[config.mk]
export PLATFORM = sky130hd
export DESIGN_NAME = lpw_ctrl
export DESIGN_NICKNAME = d
export VERILOG_FILES = /design/src/logic/lpw_pkg.sv /design/src/logic/lpw_sync.sv /design/src/logic/lpw_ctrl.sv
export SDC_FILE = /design/constraint.sdc
export NUM_CORES = 1
export LEC_CHECK = 0
export ABC_AREA = 1
export BUFFER_PORTS_ARGS = -buffer_cell sky130_fd_sc_hd__buf_2
export CAP_MARGIN = 0
export CORE_ASPECT_RATIO = 2
export CORE_MARGIN = 3
export CORE_UTILIZATION = 51
export DETAILED_ROUTE_END_ITERATION = 7
export GPL_ROUTABILITY_DRIVEN = 0
export PLACE_DENSITY_LB_ADDON = 0.15
export SYNTH_ARGS = -nofsm -noshare
export SYNTH_HDL_FRONTEND = slang
export SYNTH_SLANG_ARGS = --single-unit
[constraint.sdc]
create_clock -name pclk -period 1.9 [get_ports pclk]
set_input_delay 0.19 -clock pclk [delete_from_list [all_inputs] [get_ports pclk]]
set_output_delay 0.19 -clock pclk [all_outputs]
set_load 0.02 [all_outputs]
[src/logic/lpw_pkg.sv]
// constants of the low-power mode and wake-up controller
// assumes an apb master on pclk and peripheral wake sources in pclk domain
package lpw_pkg;
	typedef enum logic [2:0] {
		lpw_run, lpw_sleep, lpw_deep_sleep, lpw_power_down, lpw_deep_pd
	} lpw_state_e;

	localparam logic [11:0] ADDR_MODE = 12'h000;
	localparam logic [11:0] ADDR_SLEEP_CFG = 12'h004;
	localparam logic [11:0] ADDR_DPD_CTRL = 12'h008;
	localparam logic [11:0] ADDR_PIN_WAKE = 12'h00C;
	localparam logic [11:0] ADDR_PERIPH_WAKE = 12'h010;
	localparam logic [11:0] ADDR_BROWNOUT = 12'h014;
	localparam logic [11:0] ADDR_WDT_MODE = 12'h018;
	localparam logic [11:0] ADDR_WKT_CTRL = 12'h01C;
	localparam logic [11:0] ADDR_WKT_COUNT = 12'h020;
	localparam logic [11:0] ADDR_CLK_SEL = 12'h024;
	localparam logic [11:0] ADDR_STATUS = 12'h028;

	// mode field encoding
	localparam logic [1:0] MODE_SLEEP = 2'h0;
	localparam logic [1:0] MODE_DEEP_SLEEP = 2'h1;
	localparam logic [1:0] MODE_POWER_DOWN = 2'h2;
	localparam logic [1:0] MODE_DEEP_PD = 2'h3;

	// sleep_power_config bits: 1 keeps block powered in sleep; deep sleep and power-down read only bod and low-power oscillator
	localparam int CFG_BOD = 0;
	localparam int CFG_LOW_POWER_OSCILLATOR = 1;
	localparam int CFG_FRO = 2;
	localparam int CFG_FRO_OUT = 3;
	localparam int CFG_FLASH = 4;
	localparam int CFG_PLL = 5;
	localparam int CFG_XTAL = 6;
	localparam int CFG_ADC = 7;
	localparam int CFG_CMP = 8;
	localparam int CFG_PERIPH = 9;
	localparam logic [9:0] SLEEP_CFG_RST = 10'h3FF;

	// deep_power_down_control bits
	localparam int DPD_WAKE_PIN = 0;
	localparam int DPD_RESET_PIN = 1;
	localparam int DPD_LOW_POWER_OSCILLATOR_EN = 2;
	localparam int DPD_LOW_POWER_OSCILLATOR_KEEP = 3;
	localparam int DPD_LOCK = 4;

	// brownout_control, watchdog_mode_register, timer control bits
	localparam int BOD_IRQ_EN = 0;
	localparam int BOD_RST_EN = 1;
	localparam int WDT_EN = 0;
	localparam int WDT_IRQ_EN = 1;
	localparam int WDT_RST_EN = 2;
	localparam int WDT_FED = 3;
	localparam int WKT_LOW_CLK = 0;

	// clock select: 0 free-running oscillator after reset
	localparam logic [1:0] CLK_FRO = 2'h0;
	localparam logic [1:0] CLK_XTAL = 2'h1;
	localparam logic [1:0] CLK_EXT = 2'h2;
	localparam logic [1:0] CLK_PLL = 2'h3;

	// peripheral wake enable bit positions
	localparam int PW_BOD = 0;
	localparam int PW_WDT = 1;
	localparam int PW_WKT = 2;
	localparam int PW_SERIAL = 3;
endpackage

[src/logic/lpw_sync.sv]
// two-flop synchroniser for asynchronous pins
// assumes pclk domain at the output
module lpw_sync #(
	parameter int WIDTH = 1
) (
	input wire logic pclk,
	input wire logic presetn,
	input wire logic [WIDTH-1:0] d,
	output logic [WIDTH-1:0] q
);
	logic [WIDTH-1:0] meta;

	always_ff @(posedge pclk or negedge presetn)
	begin
		if (!presetn)
		begin
			meta <= '0;
			q <= '0;
		end
		else
		begin
			meta <= d;
			q <= meta;
		end
	end
endmodule

[src/logic/lpw_ctrl.sv]
// low-power mode controller with wake-up source gating and apb registers
// assumes wake sources and interrupt enables are synchronous to pclk,
// wake and reset pins are asynchronous
module lpw_ctrl #(
	parameter int NPIN = 8,
	parameter int NIRQ = 32
) (
	input wire logic pclk,
	input wire logic presetn,
	input wire logic psel,
	input wire logic penable,
	input wire logic pwrite,
	input wire logic [11:0] paddr,
	input wire logic [31:0] pwdata,
	output logic [31:0] prdata,
	output logic pready,
	output logic pslverr,
	input wire logic core_wfi,
	input wire logic [NIRQ-1:0] irq_pending,
	input wire logic [NIRQ-1:0] irq_enable,
	input wire logic [NPIN-1:0] pin_irq,
	input wire logic [NPIN-1:0] pin_irq_en,
	input wire logic bod_irq,
	input wire logic bod_irq_en,
	input wire logic bod_reset,
	input wire logic wdt_irq,
	input wire logic wdt_irq_en,
	input wire logic wkt_timeout,
	input wire logic wkt_irq_en,
	input wire logic serial_irq,
	input wire logic serial_irq_en,
	input wire logic wake_pin,
	input wire logic reset_pin_n,
	input wire logic reset_pin_func_en,
	input wire logic xtal_ready,
	input wire logic pll_locked,
	output logic core_clk_en,
	output logic periph_clk_en,
	output logic fro_en,
	output logic fro_out_en,
	output logic low_power_oscillator_en,
	output logic xtal_en,
	output logic pll_en,
	output logic flash_en,
	output logic flash_standby,
	output logic analog_en,
	output logic bod_en,
	output logic wkt_en,
	output logic wkt_start,
	output logic [1:0] main_clk_sel,
	output logic wake_reset
);
	lpw_pkg::lpw_state_e state, next_state;
	logic [1:0] mode, bod_ctrl, clk_req, pin_s;
	logic [9:0] sleep_cfg;
	logic [4:0] dpd_ctrl;
	logic [NPIN-1:0] pin_wake;
	logic [3:0] periph_wake, wdt_mode;
	logic [31:0] wkt_count;
	logic wkt_ctrl, dpd_refused, wr_en, rd_en, addr_ok;
	logic sleep_wake, dpd_wake, src_ok;

	lpw_sync #(
		.WIDTH(2)
	) u_sync (
		.pclk(pclk),
		.presetn(presetn),
		.d({wake_pin, ~reset_pin_n}),
		.q(pin_s)
	);

	// ==========================================================
	// apb slave: zero wait, read data loaded at setup so it stands in access
	assign pready = 1'b1;
	assign wr_en = psel && penable && pwrite;
	assign rd_en = psel && !penable && !pwrite;

	always_comb
	begin
		case (paddr)
			lpw_pkg::ADDR_MODE, lpw_pkg::ADDR_SLEEP_CFG,
			lpw_pkg::ADDR_DPD_CTRL, lpw_pkg::ADDR_PIN_WAKE,
			lpw_pkg::ADDR_PERIPH_WAKE, lpw_pkg::ADDR_BROWNOUT,
			lpw_pkg::ADDR_WDT_MODE, lpw_pkg::ADDR_WKT_CTRL,
			lpw_pkg::ADDR_WKT_COUNT, lpw_pkg::ADDR_CLK_SEL,
			lpw_pkg::ADDR_STATUS: addr_ok = 1'b1;
			default: addr_ok = 1'b0;
		endcase
	end

	assign pslverr = psel && penable && !addr_ok;

	always_ff @(posedge pclk or negedge presetn)
	begin
		if (!presetn)
		begin
			mode <= lpw_pkg::MODE_SLEEP;
			sleep_cfg <= lpw_pkg::SLEEP_CFG_RST;
			dpd_ctrl <= '0;
			pin_wake <= '0;
			periph_wake <= '0;
			bod_ctrl <= '0;
			wdt_mode <= '0;
			wkt_ctrl <= 1'b0;
			wkt_count <= '0;
		end
		else if (wr_en)
		begin
			case (paddr)
				lpw_pkg::ADDR_MODE: mode <= pwdata[1:0];
				lpw_pkg::ADDR_SLEEP_CFG: sleep_cfg <= pwdata[9:0];
				lpw_pkg::ADDR_DPD_CTRL: dpd_ctrl <= pwdata[4:0];
				lpw_pkg::ADDR_PIN_WAKE: pin_wake <= pwdata[NPIN-1:0];
				lpw_pkg::ADDR_PERIPH_WAKE: periph_wake <= pwdata[3:0];
				lpw_pkg::ADDR_BROWNOUT: bod_ctrl <= pwdata[1:0];
				lpw_pkg::ADDR_WDT_MODE: wdt_mode <= pwdata[3:0];
				lpw_pkg::ADDR_WKT_CTRL: wkt_ctrl <= pwdata[0];
				lpw_pkg::ADDR_WKT_COUNT: wkt_count <= pwdata;
				default: ;
			endcase
		end
	end

	// timer starts on a count write
	always_ff @(posedge pclk or negedge presetn)
	begin
		if (!presetn)
			wkt_start <= 1'b0;
		else
			wkt_start <= wr_en && paddr == lpw_pkg::ADDR_WKT_COUNT;
	end

	// clock switch only once the target source is stable
	always_ff @(posedge pclk or negedge presetn)
	begin
		if (!presetn)
			clk_req <= lpw_pkg::CLK_FRO;
		else if (wr_en && paddr == lpw_pkg::ADDR_CLK_SEL)
			clk_req <= pwdata[1:0];
	end

	always_ff @(posedge pclk or negedge presetn)
	begin
		if (!presetn)
			main_clk_sel <= lpw_pkg::CLK_FRO;
		else
		begin
			case (clk_req)
				lpw_pkg::CLK_XTAL, lpw_pkg::CLK_EXT:
					if (xtal_ready)
						main_clk_sel <= clk_req;
				lpw_pkg::CLK_PLL:
					if (pll_locked)
						main_clk_sel <= clk_req;
				default: main_clk_sel <= lpw_pkg::CLK_FRO;
			endcase
		end
	end

	always_ff @(posedge pclk or negedge presetn)
	begin
		if (!presetn)
			prdata <= '0;
		else if (rd_en)
		begin
			case (paddr)
				lpw_pkg::ADDR_MODE: prdata <= {30'h0, mode};
				lpw_pkg::ADDR_SLEEP_CFG: prdata <= {22'h0, sleep_cfg};
				lpw_pkg::ADDR_DPD_CTRL: prdata <= {27'h0, dpd_ctrl};
				lpw_pkg::ADDR_PIN_WAKE: prdata <= 32'(pin_wake);
				lpw_pkg::ADDR_PERIPH_WAKE: prdata <= {28'h0, periph_wake};
				lpw_pkg::ADDR_BROWNOUT: prdata <= {30'h0, bod_ctrl};
				lpw_pkg::ADDR_WDT_MODE: prdata <= {28'h0, wdt_mode};
				lpw_pkg::ADDR_WKT_CTRL: prdata <= {31'h0, wkt_ctrl};
				lpw_pkg::ADDR_WKT_COUNT: prdata <= wkt_count;
				lpw_pkg::ADDR_CLK_SEL: prdata <= {28'h0, clk_req, main_clk_sel};
				lpw_pkg::ADDR_STATUS: prdata <= {28'h0, dpd_refused, state};
				default: prdata <= '0;
			endcase
		end
	end

	// ==========================================================
	// wake-up sources
	assign sleep_wake = |(irq_pending & irq_enable)
		|| (pin_s[0] && reset_pin_func_en);

	always_comb
	begin
		src_ok = 1'b0;
		if (|(pin_irq & pin_irq_en & pin_wake))
			src_ok = 1'b1;
		if (bod_irq && bod_irq_en && periph_wake[lpw_pkg::PW_BOD]
			&& bod_ctrl[lpw_pkg::BOD_IRQ_EN]
			&& sleep_cfg[lpw_pkg::CFG_BOD])
			src_ok = 1'b1;
		if (bod_reset && bod_ctrl[lpw_pkg::BOD_RST_EN]
			&& sleep_cfg[lpw_pkg::CFG_BOD])
			src_ok = 1'b1;
		if (wdt_irq && wdt_mode[lpw_pkg::WDT_EN] && wdt_mode[lpw_pkg::WDT_FED]
			&& sleep_cfg[lpw_pkg::CFG_LOW_POWER_OSCILLATOR]
			&& ((wdt_irq_en && periph_wake[lpw_pkg::PW_WDT]
			&& wdt_mode[lpw_pkg::WDT_IRQ_EN])
			|| wdt_mode[lpw_pkg::WDT_RST_EN]))
			src_ok = 1'b1;
		if (wkt_timeout && wkt_irq_en && periph_wake[lpw_pkg::PW_WKT]
			&& wkt_ctrl && dpd_ctrl[lpw_pkg::DPD_LOW_POWER_OSCILLATOR_EN])
			src_ok = 1'b1;
		// serial target depends on an external master clock
		if (serial_irq && serial_irq_en
			&& periph_wake[lpw_pkg::PW_SERIAL])
			src_ok = 1'b1;
		if (pin_s[0] && reset_pin_func_en)
			src_ok = 1'b1;
	end

	assign dpd_wake = (pin_s[1] && dpd_ctrl[lpw_pkg::DPD_WAKE_PIN])
		|| (pin_s[0] && dpd_ctrl[lpw_pkg::DPD_RESET_PIN])
		|| (wkt_timeout && wkt_ctrl && dpd_ctrl[lpw_pkg::DPD_LOW_POWER_OSCILLATOR_EN]
		&& dpd_ctrl[lpw_pkg::DPD_LOW_POWER_OSCILLATOR_KEEP]);

	// ==========================================================
	// mode sequencer
	always_comb
	begin
		next_state = state;
		case (state)
			lpw_pkg::lpw_run:
				if (core_wfi)
				begin
					case (mode)
						lpw_pkg::MODE_DEEP_SLEEP:
							next_state = lpw_pkg::lpw_deep_sleep;
						lpw_pkg::MODE_POWER_DOWN:
							next_state = lpw_pkg::lpw_power_down;
						lpw_pkg::MODE_DEEP_PD:
							if (!dpd_ctrl[lpw_pkg::DPD_LOCK])
								next_state = lpw_pkg::lpw_deep_pd;
							else
								next_state = lpw_pkg::lpw_sleep;
						default: next_state = lpw_pkg::lpw_sleep;
					endcase
				end
			lpw_pkg::lpw_sleep:
				if (sleep_wake)
					next_state = lpw_pkg::lpw_run;
			lpw_pkg::lpw_deep_sleep, lpw_pkg::lpw_power_down:
				if (src_ok)
					next_state = lpw_pkg::lpw_run;
			lpw_pkg::lpw_deep_pd:
				if (dpd_wake)
					next_state = lpw_pkg::lpw_run;
			default: next_state = lpw_pkg::lpw_run;
		endcase
	end

	always_ff @(posedge pclk or negedge presetn)
	begin
		if (!presetn)
			state <= lpw_pkg::lpw_run;
		else
			state <= next_state;
	end

	// locked request is recorded for software
	always_ff @(posedge pclk or negedge presetn)
	begin
		if (!presetn)
			dpd_refused <= 1'b0;
		else if (state == lpw_pkg::lpw_run && core_wfi
			&& mode == lpw_pkg::MODE_DEEP_PD && dpd_ctrl[lpw_pkg::DPD_LOCK])
			dpd_refused <= 1'b1;
		else if (wr_en && paddr == lpw_pkg::ADDR_DPD_CTRL)
			dpd_refused <= 1'b0;
	end

	// wake from deep power-down restarts the chip
	always_ff @(posedge pclk or negedge presetn)
	begin
		if (!presetn)
			wake_reset <= 1'b0;
		else
			wake_reset <= state == lpw_pkg::lpw_deep_pd && dpd_wake;
	end

	// ==========================================================
	// power and clock gating
	always_ff @(posedge pclk or negedge presetn)
	begin
		if (!presetn)
		begin
			core_clk_en <= 1'b1;
			periph_clk_en <= 1'b1;
			fro_en <= 1'b1;
			fro_out_en <= 1'b1;
			low_power_oscillator_en <= 1'b1;
			xtal_en <= 1'b0;
			pll_en <= 1'b0;
			flash_en <= 1'b1;
			flash_standby <= 1'b0;
			analog_en <= 1'b1;
			bod_en <= 1'b1;
			wkt_en <= 1'b0;
		end
		else
		begin
			wkt_en <= wkt_ctrl;
			case (next_state)
				lpw_pkg::lpw_sleep:
				begin
					core_clk_en <= 1'b0;
					periph_clk_en <= sleep_cfg[lpw_pkg::CFG_PERIPH];
					fro_en <= sleep_cfg[lpw_pkg::CFG_FRO];
					fro_out_en <= sleep_cfg[lpw_pkg::CFG_FRO_OUT];
					low_power_oscillator_en <= sleep_cfg[lpw_pkg::CFG_LOW_POWER_OSCILLATOR];
					xtal_en <= sleep_cfg[lpw_pkg::CFG_XTAL];
					pll_en <= sleep_cfg[lpw_pkg::CFG_PLL];
					flash_en <= sleep_cfg[lpw_pkg::CFG_FLASH];
					flash_standby <= 1'b0;
					analog_en <= sleep_cfg[lpw_pkg::CFG_ADC]
						|| sleep_cfg[lpw_pkg::CFG_CMP];
					bod_en <= sleep_cfg[lpw_pkg::CFG_BOD];
				end
				lpw_pkg::lpw_deep_sleep, lpw_pkg::lpw_power_down:
				begin
					core_clk_en <= 1'b0;
					periph_clk_en <= 1'b0;
					fro_en <= next_state == lpw_pkg::lpw_deep_sleep;
					fro_out_en <= 1'b0;
					low_power_oscillator_en <= sleep_cfg[lpw_pkg::CFG_LOW_POWER_OSCILLATOR];
					xtal_en <= 1'b0;
					pll_en <= 1'b0;
					flash_en <= next_state == lpw_pkg::lpw_deep_sleep;
					flash_standby <= next_state == lpw_pkg::lpw_deep_sleep;
					analog_en <= 1'b0;
					bod_en <= sleep_cfg[lpw_pkg::CFG_BOD];
				end
				lpw_pkg::lpw_deep_pd:
				begin
					core_clk_en <= 1'b0;
					periph_clk_en <= 1'b0;
					fro_en <= 1'b0;
					fro_out_en <= 1'b0;
					low_power_oscillator_en <= dpd_ctrl[lpw_pkg::DPD_LOW_POWER_OSCILLATOR_KEEP];
					xtal_en <= 1'b0;
					pll_en <= 1'b0;
					flash_en <= 1'b0;
					flash_standby <= 1'b0;
					analog_en <= 1'b0;
					bod_en <= 1'b0;
				end
				default:
				begin
					core_clk_en <= 1'b1;
					periph_clk_en <= 1'b1;
					fro_en <= 1'b1;
					fro_out_en <= 1'b1;
					low_power_oscillator_en <= 1'b1;
					xtal_en <= clk_req != lpw_pkg::CLK_FRO;
					pll_en <= clk_req == lpw_pkg::CLK_PLL;
					flash_en <= 1'b1;
					flash_standby <= 1'b0;
					analog_en <= 1'b1;
					bod_en <= 1'b1;
				end
			endcase
		end
	end
endmodule

Yosys cells after proc, flatten, opt, wreduce, memory -nomap -nowiden. Index checks and enable logic that the tools add are counted.

Register bits after elaboration: 126.

Equality and inequality tests: 26. Reduce and logical (&&, ||, !) cells: 67. Muxes and demuxes: 32. Bitwise logic cells: 4.

Operator list (number): $pmux 32 s11 (1); $eq 12x5->1 const B (4); $eq 12x6->1 const B (3); $logic_and 1x1->1 (36); $and 32x32->32 (1); $reduce_or 32->1 (1); $eq 12x4->1 const B (2); $reduce_and 2->1 (10); $and 8x8->8 (2); $mux 3 (5); $pmux 1 s2 (7); $eq 12x3->1 const B (1); $eq 3x2->1 const B (4); $logic_not 12->1 (1); $mux 1 (12); $pmux 3 s4 (1); $reduce_or 11->1 (1); $pmux 3 s3 (1); $eq 2x2->1 const B (4); $reduce_or 8->1 (1); $eq 3x1->1 const B (2); $eq 3x3->1 const B (2); $pmux 1 s3 (2); $reduce_or 2->1 (3); other kinds (11) (22).

Logic depth before layout (Yosys ltp).
Depth in word-level cells: 15. Depth in mapped cells: 12. Gate-level depth less buffers: 12.

Hierarchy. A second synthesis with hierarchy kept.

Cells, all modules: 725. Area total of the unflattened synthesis: 5973.2 µm².

By module, submodules not included: lpw_ctrl (cells an instance 721, area each 5873.1 µm², times used 1); lpw_sync (cells an instance 4, area each 100.1 µm², times used 1).

Worst setup path after synthesis. Ideal clock, no wire load.

Path type: input-to-output. Start: input paddr[11]. End: output pslverr. Data required time: 1.710 ns. Buffers on the path: 1. Path slack: 0.322 ns. Cell stages on the path: 9. Data arrival time: 1.388 ns. Path through: nor2_2 > nand2_4 > inv_1 > buf_2 > nand2_1 > nand2_1 > nor3_1 > nand4_1 > nor3_1.

Word-level cells in the longest chain between the ends: 5. Elaborated cells between the ends (all ways): 15. Classes of those cells: eq/ne (10); mux (1); reduce/logical (4).

Ends and longest elaborated chain: start, declared (line lpw_ctrl.sv:13) `input wire logic [11:0] paddr,`; $eq 12x6->1 (tied with other cells) (line lpw_ctrl.sv:80) `case (paddr)`; $reduce_or 11->1 * (line lpw_ctrl.sv:80); $mux 1 * (line lpw_ctrl.sv:80); $logic_not 1->1 * (line lpw_ctrl.sv:91) `assign pslverr = psel && penable && !addr_ok;`; $logic_and 1x1->1 * (line lpw_ctrl.sv:91); end, declared (line lpw_ctrl.sv:17) `output logic pslverr,`.

Every way passes the cells marked *; elsewhere a longest branch is shown, timed or not.

Worst setup path in the final report.
Start: register pin_wake[7]. End: register low_power_oscillator_en.

Word-level cells in the longest chain between the ends: 14. Elaborated cells between the ends (all ways): 17. Classes of those cells: eq/ne (4); mux (10); bitwise (1); reduce/logical (2).

Ends and longest elaborated chain: start, declared (line lpw_ctrl.sv:57) `logic [NPIN-1:0] pin_wake;`; start signal, assigned (line lpw_ctrl.sv:113) `lpw_pkg::ADDR_PIN_WAKE: pin_wake <= pwdata[NPIN-1:0];`; $and 8x8->8 * (line lpw_ctrl.sv:191) `if (|(pin_irq & pin_irq_en & pin_wake))`; $reduce_or 8->1 * (line lpw_ctrl.sv:191); $mux 1 * (line lpw_ctrl.sv:191); $mux 1 * (line lpw_ctrl.sv:193) `if (bod_irq && bod_irq_en && periph_wake[lpw_pkg::PW_BOD]`; $mux 1 * (line lpw_ctrl.sv:197) `if (bod_reset && bod_ctrl[lpw_pkg::BOD_RST_EN]`; $mux 1 * (line lpw_ctrl.sv:200) `if (wdt_irq && wdt_mode[lpw_pkg::WDT_EN] && wdt_mode[lpw_pkg::WDT_FED]`; $mux 1 * (line lpw_ctrl.sv:206) `if (wkt_timeout && wkt_irq_en && periph_wake[lpw_pkg::PW_WKT]`; $mux 1 * (line lpw_ctrl.sv:210) `if (serial_irq && serial_irq_en`; $mux 1 * (line lpw_ctrl.sv:213) `if (pin_s[0] && reset_pin_func_en)`; $mux 3 * (line lpw_ctrl.sv:248) `if (src_ok)`; $pmux 3 s4 * (line lpw_ctrl.sv:227) `case (state)`; $eq 3x2->1 / $eq 3x1->1 (equally long branches) (line lpw_ctrl.sv:308) `case (next_state)`; $reduce_or 3->1 (no source line); $pmux 1 s2 * (line lpw_ctrl.sv:308); end signal, assigned (line lpw_ctrl.sv:315) `low_power_oscillator_en <= sleep_cfg[lpw_pkg::CFG_LOW_POWER_OSCILLATOR];`; end signal, assigned (line lpw_ctrl.sv:330) `low_power_oscillator_en <= sleep_cfg[lpw_pkg::CFG_LOW_POWER_OSCILLATOR];`; end signal, assigned (line lpw_ctrl.sv:344) `low_power_oscillator_en <= dpd_ctrl[lpw_pkg::DPD_LOW_POWER_OSCILLATOR_KEEP];`; end, declared (line lpw_ctrl.sv:41) `output logic low_power_oscillator_en,`.

Marked as above. A chain may end at the register's enable or synchronous reset.

==> qor.csv <==
metric,value,unit
status,finished clean,
Starting Density,52.8,%
relative slew slack,55.3,%
met3 WL,786,um
sequential area share after synthesis,52.7,%
CTS Buf Count,17,
Post-synth EDFFs,0,
dpl hpwl,13800,um
overflow left after global routing,0,
number of global-route vias before repair,6023,
Hold Slack,0.000147,ns
static leakage,4.09,nW
Slew @ Worst Pin,0.666,ns
CTS H-tree depth,4,
maxcap violations,0,
"antenna viol nets, final",0,
part of the cycle the worst path needs,92.6,%
pin count of the biggest net entering global routing,48,
fmax,569,MHz
Top Ports,194,
Final #Nets,1076,
cell taking the most area after synthesis,dfrtp_1,
crit path DAT,2.08,ns
post-synthesis cell area,0.00603,sq mm
die height,160,um
Pwr per Cell Area,924,mW/mm^2
via count,5758,
Period minus WS final,1.76,ns
Synthesis Warnings,0,
met2 wire length,9820,um
Worst-path clk slew,0.06,ns
Row Count,55,
Worst Path Required,2.22,ns
routed len/inst,16.6,um
CTS tree,built,
commonest cells in the synthesized netlist,"nand2_1 (250), dfrtp_1 (108), inv_1 (61)",
Final Hold Fails,0,
core area,0.0114,sq mm
CP cell instances,"nand3_1, nand2_1, nor2_1, nand3_1, nor2_4, nand2_2, nand3_2, nand2_2, nand2_4, nand3_1",
initial antenna violation count,0,
Most Frequent Cell on Critical Path,nand3_1,
Critical Path Fanout Max,8,
Bufs on Longest Clock Path,2,
Crit path largest cell delay,0.40,ns
register bit total from synthesis,126,
Clock Latency Late Sink,0.41,ns
top-count cell post-synth,nand2_1,
RSZ-0062 raised after global routing,no,
GRT Overall Usage,27.7,%
Worst Setup Path Type,reg -> reg,
Peak VDD IR,0.000842,V
DR pass1 iterations,7,
drt drc,0,
Finished Core Util,68.8,%
Root Buffer,clkbuf_16,
Ant. Diodes,0,
Final setup viols,0,
share of cells above drive strength 1,32.0,%
1st-iter DRT viols,349,
Synth area leaders,"dfrtp_1 (45%), nand2_1 (16%), dfstp_2 (7.8%)",
Setup TNS Final,0,ns
die width,82.9,um
Worst path slowest cell,dfrtp_1,
CP Capture Type,flip-flop,
area grow syn2layout,30.3,%
vias per cell,5.32,
class of the worst hold path,in -> reg,
fraction of registers with async set/reset,100,%
area fraction of the dominant cell type after synthesis,44.8,%
Mapped Avg Cell Area,8.42,sq um
CTS Sinks,126,
M1 wire length,6590,um
# port buffers,192,
max-slew violation count,0,
skew final,0.00884,ns
synthesized net count,865,
CP startpoint kind,flip-flop,
Post-Syn Instances,716,
Netlist cell types,37,
Synth Flop Type,dfrtp_1,
Top Layer Used,met4,
total wire length,18000,um
setup bufs post-CTS,0,
Die Footprint,0.0132,sq mm
first-pass GRT wire length,29400,um
metrics by stage:
stage                     worst slack [ns]  cell area, sq um  total power, mW  std cells
after floorplan                      0.322              6030             3.55        716
final                                0.141              7860             7.26       1082
after CTS                            0.157              7860             7.29       1082
after detailed placement             0.180              7180             4.02       1042
after global placement               0.253              7180             3.99       1042
after global routing                0.0245              7860             7.53       1082
path summary, 6_finish.rpt:
path	startpoint	end	slack, ns	depth (start not counted)
min reg2reg	u_sync.meta[0]	u_sync.q[0]	0.36	0
max reg2reg	pin_wake[7]	low_power_oscillator_en	0.14	10
max	pin_wake[7]	low_power_oscillator_en	0.14	10
min	pwdata[28]	wkt_count[28]	0.0001	3
min in group asynchronous	presetn	wkt_count[26]	0.31	2
max in group asynchronous	presetn	sleep_cfg[9]	0.92	3
critical path, delay by kind of cell, from the launching register on:
kind / cells / cell delay [ns]
simple gates: 10 / 1.27
flops: 1 / 0.40
cell usage in the layout (no fill, tap or decap), drive strengths merged:
master and count:
clkinvlp 5, nand4 17, nand2 260, dfstp 18, bufinv 2, nor2 43, a21oi 5, buf 204
o22ai 1, a32o 2, o21bai 1, nand3b 2, clkbuf 18, a211oi 1, dfrtp 108, o21ai 82
a22o 1, a31oi 1, inv 74, dlygate4sd3 8, clkinv 2, nand3 49, ha 5, nor3 9
conb 1, o31ai 21
per-layer routing:
layer  vias to the layer above  track usage, %
li1                       2759               -
met1                      2738            31.0
met2                       206            50.3
met3                        55            4.13
met4                         0            14.0
met5                         -               0
registers in the layout, summed over array words and instances, names as in the netlist, 2 cells and up:
register and count:
mode 2, wkt_count 32, periph_wake 4, clk_req 2, dpd_ctrl 5, u_sync.meta 2, main_clk_sel 2, pin_wake 8
wdt_mode 4, sleep_cfg 10, state 3, u_sync.q 2, bod_ctrl 2, prdata 32
kinds of logic after synthesis:
family / synth area share [%]
other cells: 0.0622
fa+ha+maj: 1.04
flops: 52.7
simple gates: 29.0
compound gates: 10.9
buf+inv: 6.31
timing repair:
item	in CTS	in global routing
resized for setup	0	0
hold buffers	8	0
hold endpoints to repair	40	0
cell type report:
cell class / instances / area [sq um]
clock buffers: 18 / 439
well taps: 142 / 178
fillers: 944 / 3560
inverters: 69 / 264
multi-input cells: 501 / 2470
repair buffers: 212 / 1170
clock inverters: 14 / 158
flip-flops and latches: 126 / 3180
power breakdown:
group | internal (mW) | switching (mW)
Clock | 1.99 | 1.28
Sequential | 2.87 | 0.0825
Combinational | 0.354 | 0.678
Note: power is estimated with default switching activity, not from simulation.
